File: config.mk
export PLATFORM = sky130hd
export DESIGN_NAME = mfsm_status_mirror
export DESIGN_NICKNAME = d
export VERILOG_FILES = /design/src/inc/mfsm_pkg.sv /design/src/core/mfsm_status_mirror.sv
export SDC_FILE = /design/constraint.sdc
export NUM_CORES = 1
export LEC_CHECK = 0
export ABC_CLOCK_PERIOD_IN_PS = 1100
export BUFFER_PORTS_ARGS = -buffer_cell sky130_fd_sc_hd__buf_2
export CAP_MARGIN = 20
export CORE_MARGIN = 8
export CORE_UTILIZATION = 30
export DETAILED_ROUTE_END_ITERATION = 8
export GPL_TIMING_DRIVEN = 1
export PLACE_DENSITY_LB_ADDON = 0.05
export SETUP_SLACK_MARGIN = 0.3
export SYNTH_ARGS = -nofsm -noshare
export SYNTH_HDL_FRONTEND = slang
export SYNTH_SLANG_ARGS = --single-unit
File: constraint.sdc
create_clock -name mclk -period 1.1 [get_ports mclk]
set_input_delay 0.22 -clock mclk [delete_from_list [all_inputs] [get_ports mclk]]
set_output_delay 0.22 -clock mclk [all_outputs]
set_load 0.01 [all_outputs]
File: src/inc/mfsm_pkg.sv
// Constants for the fault status mirror block of the hardware monitor.
// Assumes the register read port and event inputs share mclk.
//
// How it works
// - Voltage and fan channel limit errors set flags
// - Temperature interrupt or limit error sets flag
// - 12 V and core two limit errors set
// - Chassis intrusion going high sets bit four
// - External low on thermal pin sets bit
// - Diode short or open sets fault bits
// - Second mirror clears at power-on
// - First mirror clears at power-on
// - Mask bit one keeps flag off interrupt
package mfsm_pkg;
	localparam logic [7:0] MFSM_OFS_FLAGS_A = 8'h4C;
	localparam logic [7:0] MFSM_OFS_FLAGS_B = 8'h4D;
	localparam logic [7:0] MFSM_RST_FLAGS   = 8'h00;
	localparam logic [7:0] MFSM_B_RSVD_MASK = 8'h0C;
	localparam int         MFSM_A_TEMP_INT  = 4;
	localparam int         MFSM_A_TEMP_EXT  = 5;
	localparam int         MFSM_B_CHASSIS   = 4;
	localparam int         MFSM_B_THERMAL   = 5;
	localparam int         MFSM_B_DIODE_ONE = 6;
	localparam int         MFSM_B_DIODE_TWO = 7;
endpackage : mfsm_pkg

File: src/core/mfsm_status_mirror.sv
// Two read-only status mirrors with their masked interrupt request.
// Assumes event inputs come from the limit and fault logic of the monitor.
`timescale 1ns/1ns
module mfsm_status_mirror
	import mfsm_pkg::*;
(
	input  wire logic       mclk,
	input  wire logic       resetn,
	input  wire logic [7:0] limit_err_a,
	input  wire logic [1:0] temp_irq,
	input  wire logic [1:0] limit_err_b,
	input  wire logic       chassis_intrusion,
	input  wire logic       thermal_alarm_pin_i,
	input  wire logic       thermal_alarm_pin_oe,
	input  wire logic       first_diode_fault,
	input  wire logic       second_diode_fault,
	input  wire logic [7:0] mask_a,
	input  wire logic [7:0] mask_b,
	input  wire logic [7:0] reg_addr,
	input  wire logic       reg_rd,
	input  wire logic       reg_wr,
	input  wire logic [7:0] reg_wdata,
	output logic      [7:0] reg_rdata,
	output logic            int_req
);

////////////////////////////////////////////////////////////////////////////////
	logic [7:0] flags_a_q;
	logic [7:0] flags_b_q;
	logic [7:0] rdata_q;
	logic       int_q;
	logic       chassis_q;
	wire  [7:0] set_a;
	wire  [7:0] set_b;
	wire  [7:0] flags_b_d;
	wire        thermal_alarm_pin_ext_low;
	wire        chassis_rise;
	wire  [7:0] rd_mux;
	wire        int_d;
	wire        hit_a;
	wire        hit_b;

	// Address match, shared by the read path and its checks.
	function automatic logic mfsm_hit(input logic [7:0] addr,
		input logic [7:0] ofs);
		return addr == ofs;
	endfunction

	assign set_a[3:0] = limit_err_a[3:0];
	assign set_a[7:6] = limit_err_a[7:6];
	assign set_a[MFSM_A_TEMP_INT] = limit_err_a[MFSM_A_TEMP_INT] | temp_irq[0];
	assign set_a[MFSM_A_TEMP_EXT] = limit_err_a[MFSM_A_TEMP_EXT] | temp_irq[1];

	assign set_b[1:0] = limit_err_b;
	assign set_b[3:2] = 2'h0;
	assign chassis_rise = chassis_intrusion & ~chassis_q;
	assign set_b[MFSM_B_CHASSIS] = chassis_rise;
	// external thermal pull
	// A low seen while we drive the pin ourselves is not an external event.
	assign thermal_alarm_pin_ext_low = ~thermal_alarm_pin_i & ~thermal_alarm_pin_oe;
	assign set_b[MFSM_B_THERMAL] = thermal_alarm_pin_ext_low;
	assign set_b[MFSM_B_DIODE_ONE] = first_diode_fault;
	assign set_b[MFSM_B_DIODE_TWO] = second_diode_fault;

	assign flags_b_d = (flags_b_q | set_b) & ~MFSM_B_RSVD_MASK;

	assign hit_a  = mfsm_hit(reg_addr, MFSM_OFS_FLAGS_A);
	assign hit_b  = mfsm_hit(reg_addr, MFSM_OFS_FLAGS_B);
	assign rd_mux = hit_a ? flags_a_q :
	                hit_b ? flags_b_q : 8'h00;

	assign int_d = |(flags_a_q & ~mask_a) | |(flags_b_q & ~mask_b);

////////////////////////////////////////////////////////////////////////////////
	// Flags are sticky; only resetn clears them, and register writes are ignored.
	// first mirror reset
	always_ff @(posedge mclk or negedge resetn) begin
		if (!resetn) begin
			flags_a_q <= MFSM_RST_FLAGS;
		end else begin
			flags_a_q <= flags_a_q | set_a;
		end
	end

	always_ff @(posedge mclk or negedge resetn) begin
		if (!resetn) begin
			flags_b_q <= MFSM_RST_FLAGS;
			chassis_q <= 1'b0;
		end else begin
			flags_b_q <= flags_b_d;
			chassis_q <= chassis_intrusion;
		end
	end

	always_ff @(posedge mclk or negedge resetn) begin
		if (!resetn) begin
			rdata_q <= MFSM_RST_FLAGS;
			int_q   <= 1'b0;
		end else begin
			rdata_q <= reg_rd ? rd_mux : rdata_q;
			int_q   <= int_d;
		end
	end

	assign reg_rdata = rdata_q;
	assign int_req   = int_q;

////////////////////////////////////////////////////////////////////////////////
	AST_LIMIT_A: assert property (@(posedge mclk) disable iff (!resetn)
		limit_err_a[0] |=> flags_a_q[0]) else $error("limit flag a0 not set");
	AST_TEMP_IRQ: assert property (@(posedge mclk) disable iff (!resetn)
		temp_irq[1] |=> flags_a_q[MFSM_A_TEMP_EXT])
		else $error("temp irq flag not set");
	AST_LIMIT_B: assert property (@(posedge mclk) disable iff (!resetn)
		limit_err_b[1] |=> flags_b_q[1]) else $error("limit flag b1 not set");
	AST_CHASSIS: assert property (@(posedge mclk) disable iff (!resetn)
		$rose(chassis_intrusion) |=> flags_b_q[MFSM_B_CHASSIS])
		else $error("chassis flag not set");
	AST_THERMAL_ALARM_PIN: assert property (@(posedge mclk) disable iff (!resetn)
		(!thermal_alarm_pin_i && !thermal_alarm_pin_oe)
		|=> flags_b_q[MFSM_B_THERMAL]) else $error("thermal flag not set");
	AST_DIODE: assert property (@(posedge mclk) disable iff (!resetn)
		second_diode_fault |=> flags_b_q[MFSM_B_DIODE_TWO])
		else $error("diode flag not set");
	AST_RESET_B: assert property (@(posedge mclk)
		$rose(resetn) |-> flags_b_q == MFSM_RST_FLAGS)
		else $error("mirror b not clear after reset");
	AST_RESET_A: assert property (@(posedge mclk)
		$rose(resetn) |-> flags_a_q == MFSM_RST_FLAGS)
		else $error("mirror a not clear after reset");
	AST_MASK: assert property (@(posedge mclk) disable iff (!resetn)
		(mask_a == 8'hFF && mask_b == 8'hFF) |=> !int_req)
		else $error("masked flags raised interrupt");
	AST_RSVD: assert property (@(posedge mclk) disable iff (!resetn)
		reg_rd && hit_b |=> reg_rdata[3:2] == 2'h0)
		else $error("reserved bits not zero");

	AST_TEMP_INT: assert property (@(posedge mclk) disable iff (!resetn)
		temp_irq[0] |=> flags_a_q[MFSM_A_TEMP_INT])
		else $error("internal temp flag not set");

	AST_LIMIT_TEMP: assert property (@(posedge mclk) disable iff (!resetn)
		limit_err_a[MFSM_A_TEMP_EXT] |=> flags_a_q[MFSM_A_TEMP_EXT])
		else $error("remote temp limit flag not set");

	AST_LIMIT_A7: assert property (@(posedge mclk) disable iff (!resetn)
		limit_err_a[7] |=> flags_a_q[7])
		else $error("limit flag a7 not set");

	AST_LIMIT_A3: assert property (@(posedge mclk) disable iff (!resetn)
		limit_err_a[3] |=> flags_a_q[3])
		else $error("limit flag a3 not set");

	AST_LIMIT_B0: assert property (@(posedge mclk) disable iff (!resetn)
		limit_err_b[0] |=> flags_b_q[0])
		else $error("limit flag b0 not set");

	AST_DIODE_ONE: assert property (@(posedge mclk) disable iff (!resetn)
		first_diode_fault |=> flags_b_q[MFSM_B_DIODE_ONE])
		else $error("first diode flag not set");

	// Our own drive on the pin must never look like an external pull.
	AST_THERMAL_ALARM_PIN_SELF: assert property (@(posedge mclk) disable iff (!resetn)
		(thermal_alarm_pin_oe && !flags_b_q[MFSM_B_THERMAL])
		|=> !flags_b_q[MFSM_B_THERMAL])
		else $error("self driven pin set thermal flag");

	AST_CHASSIS_LOW: assert property (@(posedge mclk) disable iff (!resetn)
		(!chassis_intrusion && !flags_b_q[MFSM_B_CHASSIS])
		|=> !flags_b_q[MFSM_B_CHASSIS])
		else $error("chassis flag set without intrusion");

	AST_STICKY_A: assert property (@(posedge mclk) disable iff (!resetn)
		($past(flags_a_q) & ~flags_a_q) == 8'h00)
		else $error("mirror a flag fell without reset");

	AST_STICKY_B: assert property (@(posedge mclk) disable iff (!resetn)
		($past(flags_b_q) & ~flags_b_q) == 8'h00)
		else $error("mirror b flag fell without reset");

	AST_RSVD_B: assert property (@(posedge mclk) disable iff (!resetn)
		flags_b_q[3:2] == 2'h0)
		else $error("reserved mirror b bits set");

	AST_WR_IGNORED: assert property (@(posedge mclk) disable iff (!resetn)
		(reg_wr && set_a == 8'h00 && set_b == 8'h00)
		|=> ($stable(flags_a_q) && $stable(flags_b_q)))
		else $error("write changed a mirror");

	AST_READ_A: assert property (@(posedge mclk) disable iff (!resetn)
		(reg_rd && hit_a) |=> reg_rdata == $past(flags_a_q))
		else $error("mirror a read data wrong");

	AST_READ_B: assert property (@(posedge mclk) disable iff (!resetn)
		(reg_rd && hit_b) |=> reg_rdata == $past(flags_b_q))
		else $error("mirror b read data wrong");

	AST_UNMAPPED: assert property (@(posedge mclk) disable iff (!resetn)
		(reg_rd && !hit_a && !hit_b) |=> reg_rdata == 8'h00)
		else $error("unmapped read not zero");

	AST_RDATA_HOLD: assert property (@(posedge mclk) disable iff (!resetn)
		!reg_rd |=> $stable(reg_rdata))
		else $error("read data moved without a read");

	AST_INT_SET: assert property (@(posedge mclk) disable iff (!resetn)
		(|(flags_a_q & ~mask_a) || |(flags_b_q & ~mask_b)) |=> int_req)
		else $error("unmasked flag gave no interrupt");

	AST_INT_CLR: assert property (@(posedge mclk) disable iff (!resetn)
		((flags_a_q & ~mask_a) == 8'h00 && (flags_b_q & ~mask_b) == 8'h00)
		|=> !int_req)
		else $error("interrupt without unmasked flag");
endmodule // mfsm_status_mirror

# Yosys cells after proc, flatten, opt, wreduce, memory -nomap -nowiden
# Index checks and enable logic that the tools add are counted.
[classes]
n_addsub = 0
n_mul = 0
n_div = 0
n_lt_le_gt_ge = 0
eq_ne = 2
shifts = 0
mux = 2
bitwise_logic = 14
reduce_logical = 2
[op_table]
columns = ["cell", "n"]
rows = [
  ["AND 8 bit", 2],
  ["equality test 8 x 7 -> 1 bit, second input constant", 2],
  ["2-to-1 mux 8 bit", 2],
  ["NOT 8 bit", 2],
  ["OR 8 bit", 2],
  ["OR reduction 8 bit", 2],
  ["NOT 1 bit", 3],
  ["OR 1 bit", 3],
  ["AND 1 bit", 2],
]
[totals]
regBits = 24
latchBits = 0
ramBits = 0
romBits = 0
inputBits = 53
output_inout_bits = 9
word_cells = 25
mem_count = 0

# Logic depth before layout (Yosys ltp)
# Gate-level depths: netlist of run 1.
[logic_depth]
word_depth = 4
mapped_depth = 4
depth_no_buf = 4

# Worst setup path before layout of run 1
# OpenSTA, ideal clock, no wires.
[synth_path]
path_kind = "input to register"
startpoint = "input port reg_addr[7]"
endpoint = "register rdata_q[2] (netlist: reg_rdata[2])"
setup_time_ns = 0.064
arrival_time_ns = 0.886
required_time_ns = 1.036
setup_slack_ns = 0.150
stages = 4
path_buffers = 0
path_cell_list = "and4bb_1 -> nand4_4 -> nor2_4 -> a22o_2"
[synth_between]
elab_chain_len = 2
[synth_lines]
columns = ["item", "line_no", "text"]
rows = [
  ["start, declared", "mfsm_status_mirror.sv:19", "input wire logic [7:0] reg_addr,"],
  ["equality test 8 x 7 -> 1 bit", "mfsm_status_mirror.sv:46", "return addr == ofs;"],
  ["2-to-1 mux 8 bit", "mfsm_status_mirror.sv:69", "assign rd_mux = hit_a ? flags_a_q :"],
  ["end signal, assigned", "mfsm_status_mirror.sv:100", "rdata_q <= reg_rd ? rd_mux : rdata_q;"],
  ["end, declared", "mfsm_status_mirror.sv:30", "logic [7:0] rdata_q;"],
]
# Every way passes these cells.
# A chain may end at the register's enable or synchronous reset.

# Worst setup path in the final report of run 1
[layout_path]
startpoint = "register rdata_q[3] (netlist: reg_rdata[3])"
endpoint = "output port reg_rdata[3]"
[layout_rtl]
columns = ["item", "line_no", "text"]
rows = [
  ["end, declared", "mfsm_status_mirror.sv:23", "output logic [7:0] reg_rdata,"],
]
# No word-level cell between the ends.

==> results of run 1 <==
==> stage by stage <==
step / setup WS [ns] / TNS (ns)
2_1_floorplan: 0.175 / 0
4_1_cts: -0.00165 / -0.00165
3_3_place_gp: -0.0227 / -0.0441
6_report: 0.0175 / 0
3_5_place_dp: -0.0354 / -0.0687
5_1_grt: -0.0407 / -0.218
==> layer usage <==
layer | track usage | vias up | wire [µm]
met5 | 0 | - | 0
met4 | 0.0399 | 0 | 17
met3 | 0.0368 | 2 | 228
met2 | 0.175 | 28 | 1280
met1 | 0.130 | 399 | 1140
li1 | - | 418 | -
==> flip-flops by register name (all words and copies together) (netlist names) <==
name,flops
reg_rdata,8
flags_a_q,8
flags_b_q,6
chassis_q,1
int_req,1
==> where the power goes <==
part | total, mW | internal (mW) | switching, mW
registers | 0.887 | 0.886 | 0.00135
logic | 0.156 | 0.0824 | 0.0731
clock network | 0.630 | 0.368 | 0.262
==> repair_timing <==
action | 4_1_cts | 5_1_grt
cloned | 0 | 0
resized for setup | 25 | 5
pin swaps | 15 | 7
hold endpoints to repair | 11 | 0
buffers inserted | 11 | 1
endpoints found under the setup margin | 23 | 28
hold buffers | 1 | 0
==> worst paths after layout <==
check	startpoint	end	slack [ns]	depth (start not counted)
worst max register to register	flags_a_q[3]	int_req	0.12	4
max in group asynchronous	resetn	reg_rdata[2]	0.42	3
worst min-delay path	chassis_intrusion	chassis_q	0.03	1
worst min register to register	chassis_q	flags_b_q[4]	0.43	1
worst max-delay path	reg_rdata[3]	reg_rdata[3]	0.02	1
min in group asynchronous	resetn	flags_b_q[7]	0.32	2
==> layout make-up <==
type / count / area, µm²
multi-input combinational: 41 / 409
clock inverter: 1 / 30.0
clock buffer: 3 / 22.5
timing repair buffer: 65 / 412
fill: 322 / 1670
tap: 46 / 57.6
inverter: 16 / 60.1
sequential: 24 / 601
==> logic make-up (layout without fill, tap and decap cells) <==
kind of cell / after synthesis / in the layout
compound gates: 17 / 17
buf+inv: 17 / 85
flops: 24 / 24
mux: 6 / 6
simple gates: 18 / 18
==> layout by cell type, fill, tap and decap left out <==
master         count
mux2i_1            6
or3_1              2
o2bb2ai_1          6
o21ai_0            2
or2_4             10
nand3_1            1
clkbuf_4           3
buf_4              4
inv_2              2
o22ai_2            2
nor2_1             1
nor3_2             1
bufinv_16          1
nand4_4            1
buf_6              9
o22ai_4            1
a221oi_2           2
o22ai_1            2
dlygate4sd3_1      1
buf_2             50
buf_12             1
and4bb_1           1
nor2_4             1
a22o_4             2
inv_1             14
dfrtp_1           24
==> results.ini, run 1 <==
[logic_synthesis]
synth_top_area_share=0.606
synth_top_family_by_area=simple AND/OR/NAND/NOR gates
synth_common_cells=dfrtp_1 (24), inv_1 (16), or2_2 (10)
synthMuxAreaShare=0.0606
synth_nets=135
synth_xor_area_frac=0
synth_simple_gate_area_frac=0.135
yosysWarnings=0
ys_types=17
ys_seq_elements=24
synthCells=82
yosysSeqAreaShare=0.606
yosysTopAreaCell=dfrtp_1
synth_edf_count=0
synth.area.top_cells=dfrtp_1 (61%), or2_2 (6.3%), mux2i_1 (6.1%)
synthFlopType=dfrtp_1
syn-cell-area_um2=991
synth.most_common_cell=dfrtp_1
async_flop_share=1.00
synth-compound-area-share=0.133
postSynthAreaPerCell_um2=12.1
synth_adder_area_share=0

[worst_setup_path]
worstSetupPathType=register to output port
path_cells=buf_2
max_stage_delay_ns=0.41
slowest_stage=dfrtp_1
cp-start-kind=register
cp.buffers_inverters=1
worstPathArrival_ns=0.86
critPathRequiredTime_ns=0.88
endpoint_kind=output port
cp_top_family=flip-flops
critPathMaxFanout=2

[timing]
finalClockSkew_ns=0.00923
maxSlewHeadroom=0.774
finalHoldViolCount=0
min_period_ns=1.08
tightest_slew_ns=0.338
fmax_mhz=924
fin_hold_ws_ns=0.0291
rsz0062_at_grt=yes
setup_viol=0
period_share=0.984
slew_viol_final=0

[placed_design]
gp_congestion=0.700
place_area_mm2=0.00132
portBuffers=50
place_inst=179
hpwl_mm=2.04

[clocking]
clk_latency_ns=0.31
cts_root_buf=clkbuf_4
cts_buffers=3
cts_num_sinks=24
clock_path_buffers=2
htree_levels=1
tritoncts=built
path_clk_slew_ns=0.14

[grt]
gr-total-overflow=0
grtUsageTotal=0.109
grt_max_degree=15
grt_pass1_vias=985
antenna_found_initial=0
grt_pass1_wl_mm=4.48

[die]
num_rows=21
die-width_um=73.5
dieArea_mm2=0.00540
fp.dieH_um=73.5
initial_core_util=0.304
num_io_pins=62
core-area_mm2=0.00326

[finish]
fin_area_mm2=0.00159
drive_above_1_share=0.600
postLayoutCoreUtil=0.488
final_cells=196
antenna-diode-count=0
area_delta_synth_final_pct=60.6
fin_nets=204

[worst_hold_path]
hp-class=input pin to register

[routing]
detail_route.wl_per_cell_um=13.6
vias=847
drt-vias-per-instance=4.32
wl_mm=2.67
ant_nets=0
route.detailed.drc=0
first_pass_iters=2
drt-initial-drc-count=36

[power_and_ir_drop]
ir_drop_uv=484
power_density_mw_per_mm2=1050
cellLeakagePower_nw=0.848
p_total_mw=1.67

[run]
maxCapViolations=0

[status]
status=complete, no violations

Note: power is estimated with default switching activity, not from simulation.
==> inputs of run 2 (changes only) <==
- PLACE_DENSITY: unset -> 0.58
- PLACE_DENSITY_LB_ADDON: 0.05 -> unset
==> run 2 against run 1 <==
Effect of this change: the run now ends with negative hold slack left; cell count unchanged; count of clock-buffer cells in the layout unchanged; combinational power decreased by 13%; clock skew decreased by 0.0066 ns; maximum frequency increased by 1.3%; power decreased by 18%; via count increased by 4.3%; core utilization decreased by 1.5 points; flip-flop and latch count unchanged; register-to-register slack about the same; worst hold slack got worse by 0.15 ns; routed wire length decreased by 0.37%; critical path type unchanged; critical endpoint unchanged.
==> results.ini, run 2 (synthesized netlist as in run 1, its figures left out) <==
[die]
num_io_pins=62  ; unchanged
num_rows=21  ; unchanged
core-area_mm2=0.00326  ; unchanged
fp.dieH_um=73.5  ; unchanged
die-width_um=73.5  ; unchanged
initial_core_util=0.304  ; unchanged
dieArea_mm2=0.00540  ; unchanged

[placed_design]
hpwl_mm=2.03  ; was 2.04 mm
dp_slack_ns=-0.0106  ; was -0.0354 ns
gp_congestion=0.796  ; was 0.700
portBuffers=50  ; unchanged

[worst_setup_path]
slowest_stage=dfrtp_1  ; unchanged
cp_top_family=flip-flops  ; unchanged
critPathMaxFanout=2  ; unchanged
cp-start-kind=register  ; unchanged
rr_startpoint=flags_a_q[1]  ; was flags_a_q[3]
endpoint_kind=output port  ; unchanged
crit_start=reg_rdata[3]  ; unchanged
cp.buffers_inverters=1  ; unchanged
path_cells=buf_2  ; unchanged
worstSetupPathType=register to output port  ; unchanged
critPathRequiredTime_ns=0.88  ; about the same
max_stage_delay_ns=0.41  ; about the same
worstPathArrival_ns=0.85  ; was 0.86 ns

[power_and_ir_drop]
ir_drop_uv=390  ; was 484 µV
cellLeakagePower_nw=0.825  ; was 0.848 nW
power_density_mw_per_mm2=892  ; was 1050 mW/mm²

[routing]
ant_nets=0  ; unchanged
route.detailed.drc=0  ; unchanged
wl_mm=2.66  ; was 2.67 mm
dr_wl_met3_um=257  ; was 228 µm
top_layer_used=met4  ; unchanged
detail_route.wl_per_cell_um=13.6  ; about the same
drt-initial-drc-count=16  ; was 36
vias=883  ; was 847
met1_length_um=969  ; was 1.14 mm
met2_length_mm=1.40  ; was 1.28 mm
first_pass_iters=3  ; was 2
drt-vias-per-instance=4.51  ; was 4.32

[timing]
fin_hold_ws_ns=-0.117  ; was 0.0291 ns
finalClockSkew_ns=0.00266  ; was 0.00923 ns
min_period_ns=1.07  ; was 1.08 ns
setup_slack_ns=0.0313  ; was 0.0175 ns
setup_viol=0  ; unchanged
finalHoldViolCount=24  ; was 0
period_share=0.972  ; was 0.984
rsz0062_at_grt=yes  ; unchanged
slew_viol_final=0  ; unchanged
maxSlewHeadroom=0.654  ; was 0.774
fmax_mhz=936  ; was 924 MHz
setup-tns-final_ns=0  ; unchanged
tightest_slew_ns=0.520  ; was 0.338 ns

[grt]
antenna_found_initial=0  ; unchanged
gr-total-overflow=0  ; unchanged
grt_max_degree=25  ; was 15
grt_pass1_vias=929  ; was 985
grtUsageTotal=0.0983  ; was 0.109
grt_pass1_wl_mm=4.22  ; was 4.48 mm

[clocking]
tritoncts=built  ; unchanged
cts_root_buf=clkbuf_4  ; unchanged
cts_buffers=3  ; unchanged
clk_latency_ns=0.29  ; was 0.31 ns
cts_num_sinks=24  ; unchanged
clock_path_buffers=2  ; unchanged
path_clk_slew_ns=0.11  ; was 0.14 ns
htree_levels=1  ; unchanged

[status]
violations=negative hold slack
status=finished, violations left  ; was complete, no violations

[finish]
final_cell_mix=buf_2 (48), dfrtp_1 (24), inv_1 (13)  ; was buf_2 (50), dfrtp_1 (24), inv_1 (14)
fin_nets=205  ; was 204
drive_above_1_share=0.600  ; unchanged
area_delta_synth_final_pct=55.8  ; was 60.6%
antenna-diode-count=0  ; unchanged
fillers=336  ; was 322
final_common_cell=buf_2  ; unchanged

[worst_hold_path]
hp-class=input pin to async pin  ; was input pin to register

[run]
maxCapViolations=0  ; unchanged

==> run 2: final cells by class <==
cell class / count / area [µm²] / share of cell area
clock buffer: 3 / 22.5 / 0.0146
inverter: 16 / 60.1 / 0.0389
multi-input combinational: 41 / 390 / 0.253
sequential: 24 / 601 / 0.389
tap: 46 / 57.6 / 0.0373
timing repair buffer: 66 / 413 / 0.267
==> run 2: metal layers <==
metal / up-vias / global-route usage
met2: 27 / 0.166
met1: 435 / 0.107
met4: 0 / 0.0399
met3: 2 / 0.0368
met5: - / 0
li1: 419 / -
==> run 2: stage by stage <==
| stage | utilization | total power, mW | std cells | instance area (µm²) | hold slack, ns |
|---|---|---|---|---|---|
| finish | 0.474 | 1.38 | 196 | 1540 | -0.117 |
| global route | 0.474 | 1.46 | 196 | 1540 | -0.103 |
| CTS | 0.436 | 1.40 | 189 | 1420 | -0.110 |
| detailed placement | 0.399 | 1.03 | 178 | 1300 | 0.230 |
| global placement | 0.399 | 1.03 | 178 | 1300 | 0.224 |
| floorplan | - | 0.936 | 82 | 991 | -0.0756 |
==> run 2: final timing paths <==
kind,endpoint,slack [ns],depth (start not counted)
max,reg_rdata[3],0.03,1
min reg2reg,flags_b_q[4],0.44,1
min in group mclk,chassis_q,0.04,1
min,flags_a_q[3],-0.12,1
max reg2reg,int_req,0.13,4
max in group asynchronous,reg_rdata[6],0.88,1
==> run 2: power breakdown <==
part | internal (mW) | switching (mW)
Clock | 0.127 | 0.227
Sequential | 0.886 | 0.00155
Combinational | 0.0715 | 0.0647
==> run 2: repair_timing <==
| item | 4_1_cts | 5_1_grt |
|---|---|---|
| buffers inserted | 8 | 7 |
| gates cloned | 0 | 0 |
| endpoints found under the hold margin | 24 | 24 |
| pin swaps | 0 | 8 |
| resized for setup | 11 | 18 |
| endpoints found under the setup margin | 23 | 22 |
==> inputs of run 3 (changes only) <==
- CORE_UTILIZATION: 30 -> 41
- PLACE_DENSITY: 0.58 -> 0.75
==> run 3 against run 2 <==
Effect of this change: the run ends with negative setup slack left; worst hold slack improved by 0.14 ns; count of clock-buffer cells in the layout increased by 1; routed wire length increased by 4.0%; clock skew barely moved; register-to-register slack is essentially flat; combinational power increased by 5%; non-clock buffer count did not move; largest power group unchanged; global-route usage increased by 2.8 points; critical path type unchanged.
==> results.ini, run 3 (synthesized netlist as in run 1, its figures left out) <==
[status]
status=finished, violations left  ; unchanged
violations=negative setup slack  ; was negative hold slack

[routing]
first_pass_iters=4  ; was 3
vias=892  ; was 883
wl_mm=2.77  ; was 2.66 mm
drt-initial-drc-count=12  ; was 16
detail_route.wl_per_cell_um=15.3  ; was 13.6 µm
route.detailed.drc=0  ; unchanged
drt-vias-per-instance=4.93  ; was 4.51
ant_nets=0  ; unchanged

[power_and_ir_drop]
power_density_mw_per_mm2=973  ; was 892 mW/mm²
p_total_mw=1.50  ; was 1.38 mW
ir_drop_uv=1080  ; was 390 µV
cellLeakagePower_nw=0.838  ; was 0.825 nW

[grt]
grt_pass1_vias=948  ; was 929
antenna_found_initial=0  ; unchanged
grtUsageTotal=0.126  ; was 0.0983
grt_pass1_wl_mm=4.17  ; was 4.22 mm
gr-total-overflow=0  ; unchanged
grt_max_degree=25  ; unchanged

[finish]
final_cells=181  ; was 196
antenna-diode-count=0  ; unchanged
final_cell_mix=buf_2 (47), dfrtp_1 (24), inv_1 (15)  ; was buf_2 (48), dfrtp_1 (24), inv_1 (13)
fillers=193  ; was 336
area_delta_synth_final_pct=55.6  ; was 55.8%
final_common_cell=buf_2  ; unchanged
drive_above_1_share=0.583  ; was 0.600
fin_nets=205  ; unchanged

[worst_hold_path]
hold_depth=1
hold_start=chassis_intrusion
min_to=chassis_q
hp-class=input pin to register  ; was input pin to async pin

[die]
dieArea_mm2=0.00425  ; was 0.00540 mm²
num_io_pins=62  ; unchanged
core-area_mm2=0.00239  ; was 0.00326 mm²
fp.dieH_um=65.2  ; was 73.5 µm
num_rows=18  ; was 21
die-width_um=65.2  ; was 73.5 µm
initial_core_util=0.415  ; was 0.304

[worst_setup_path]
r2r_cells=4  ; unchanged
worstSetupPathType=register to output port  ; unchanged
rr_startpoint=flags_a_q[6]  ; was flags_a_q[1]
ff2ff_setup_slack_ns=0.13  ; about the same
critPathRequiredTime_ns=0.88  ; about the same
cp_top_family=flip-flops  ; unchanged
max_stage_delay_ns=0.42  ; was 0.41 ns
slowest_stage=dfrtp_1  ; unchanged
critPathMaxFanout=2  ; unchanged
worstPathArrival_ns=0.88  ; was 0.85 ns
reg2reg_to=int_req  ; unchanged
endpoint_kind=output port  ; unchanged
path_cells=buf_2  ; unchanged
cp.buffers_inverters=1  ; unchanged
cp-start-kind=register  ; unchanged

[clocking]
cts_num_sinks=24  ; unchanged
tritoncts=built  ; unchanged
htree_levels=1  ; unchanged
clock_path_buffers=2  ; unchanged
path_clk_slew_ns=0.13  ; was 0.11 ns
cts_buffers=3  ; unchanged
clk_latency_ns=0.32  ; was 0.29 ns
cts_root_buf=clkbuf_4  ; unchanged

[placed_design]
portBuffers=50  ; unchanged
hpwl_mm=1.96  ; was 2.03 mm
gp_congestion=0.798  ; was 0.796
place_inst=161  ; was 178

[timing]
tightest_slew_ns=0.322  ; was 0.520 ns
slew_viol_final=0  ; unchanged
setup_slack_ns=-0.00107  ; was 0.0313 ns
rsz0062_at_grt=yes  ; unchanged
maxSlewHeadroom=0.785  ; was 0.654
finalHoldViolCount=0  ; was 24
setup_viol=1  ; was 0
finalClockSkew_ns=0.00228  ; was 0.00266 ns
min_period_ns=1.10  ; was 1.07 ns
period_share=1.00  ; was 0.972
fmax_mhz=908  ; was 936 MHz

[run]
maxCapViolations=0  ; unchanged

run 3: routing by layer:
layer	wire, µm	track usage	vias up
met4	73	0.0790	0
met1	1020	0.136	430
met5	0	0	-
met2	1400	0.207	39
li1	-	-	417
met3	272	0.0442	6
run 3: worst max path at each step:
stage | startpoint | endpoint | slack (ns) | cells after the start
2_1_floorplan | reg_addr[7] | reg_rdata[2] | 0.17 | 4
3_3_place_gp | reg_addr[7] | reg_rdata[3] | 0.02 | 5
3_5_place_dp | reg_addr[7] | reg_rdata[3] | -0.01 | 5
4_1_cts | reg_rdata[7] | reg_rdata[7] | 0.003 | 1
5_1_grt | reg_rdata[7] | reg_rdata[7] | -0.03 | 1
6_report | reg_rdata[7] | reg_rdata[7] | -0.001 | 1
run 3: layout make-up:
class                   count  area (µm²)  area share
multi-input cells          41         389       0.252
inverters                  16        60.1      0.0390
repair buffers             66         418       0.271
clock buffers               4        36.3      0.0235
well taps                  30        37.5      0.0244
flip-flops and latches     24         601       0.390
run 3: metrics by stage:
stage	TNS [ns]	setup WS (ns)	cell area (µm²)	hold slack, ns	utilization
finish	-0.00107	-0.00107	1540	0.0185	0.646
CTS	0	0.00327	1470	0.0288	0.616
floorplan	0	0.175	991	-0.0756	-
global placement	0	0.0209	1270	0.223	0.534
detailed placement	-0.0204	-0.0122	1270	0.225	0.534
global route	-0.108	-0.0327	1540	0.0226	0.646
run 3: power breakdown:
part           switching [mW]  total (mW)  internal, mW
clock                   0.267       0.469         0.202
sequential            0.00183       0.888         0.886
combinational          0.0688       0.143        0.0746
total                   0.337        1.50          1.16
run 3: repair_timing:
item | CTS | global route
endpoints found under the hold margin | 24 | 0
setup buffers | 11 | 4
pin swaps | 7 | 3
setup endpoints to repair | 22 | 49
gates resized for setup | 19 | 9
hold buffers | 1 | 0
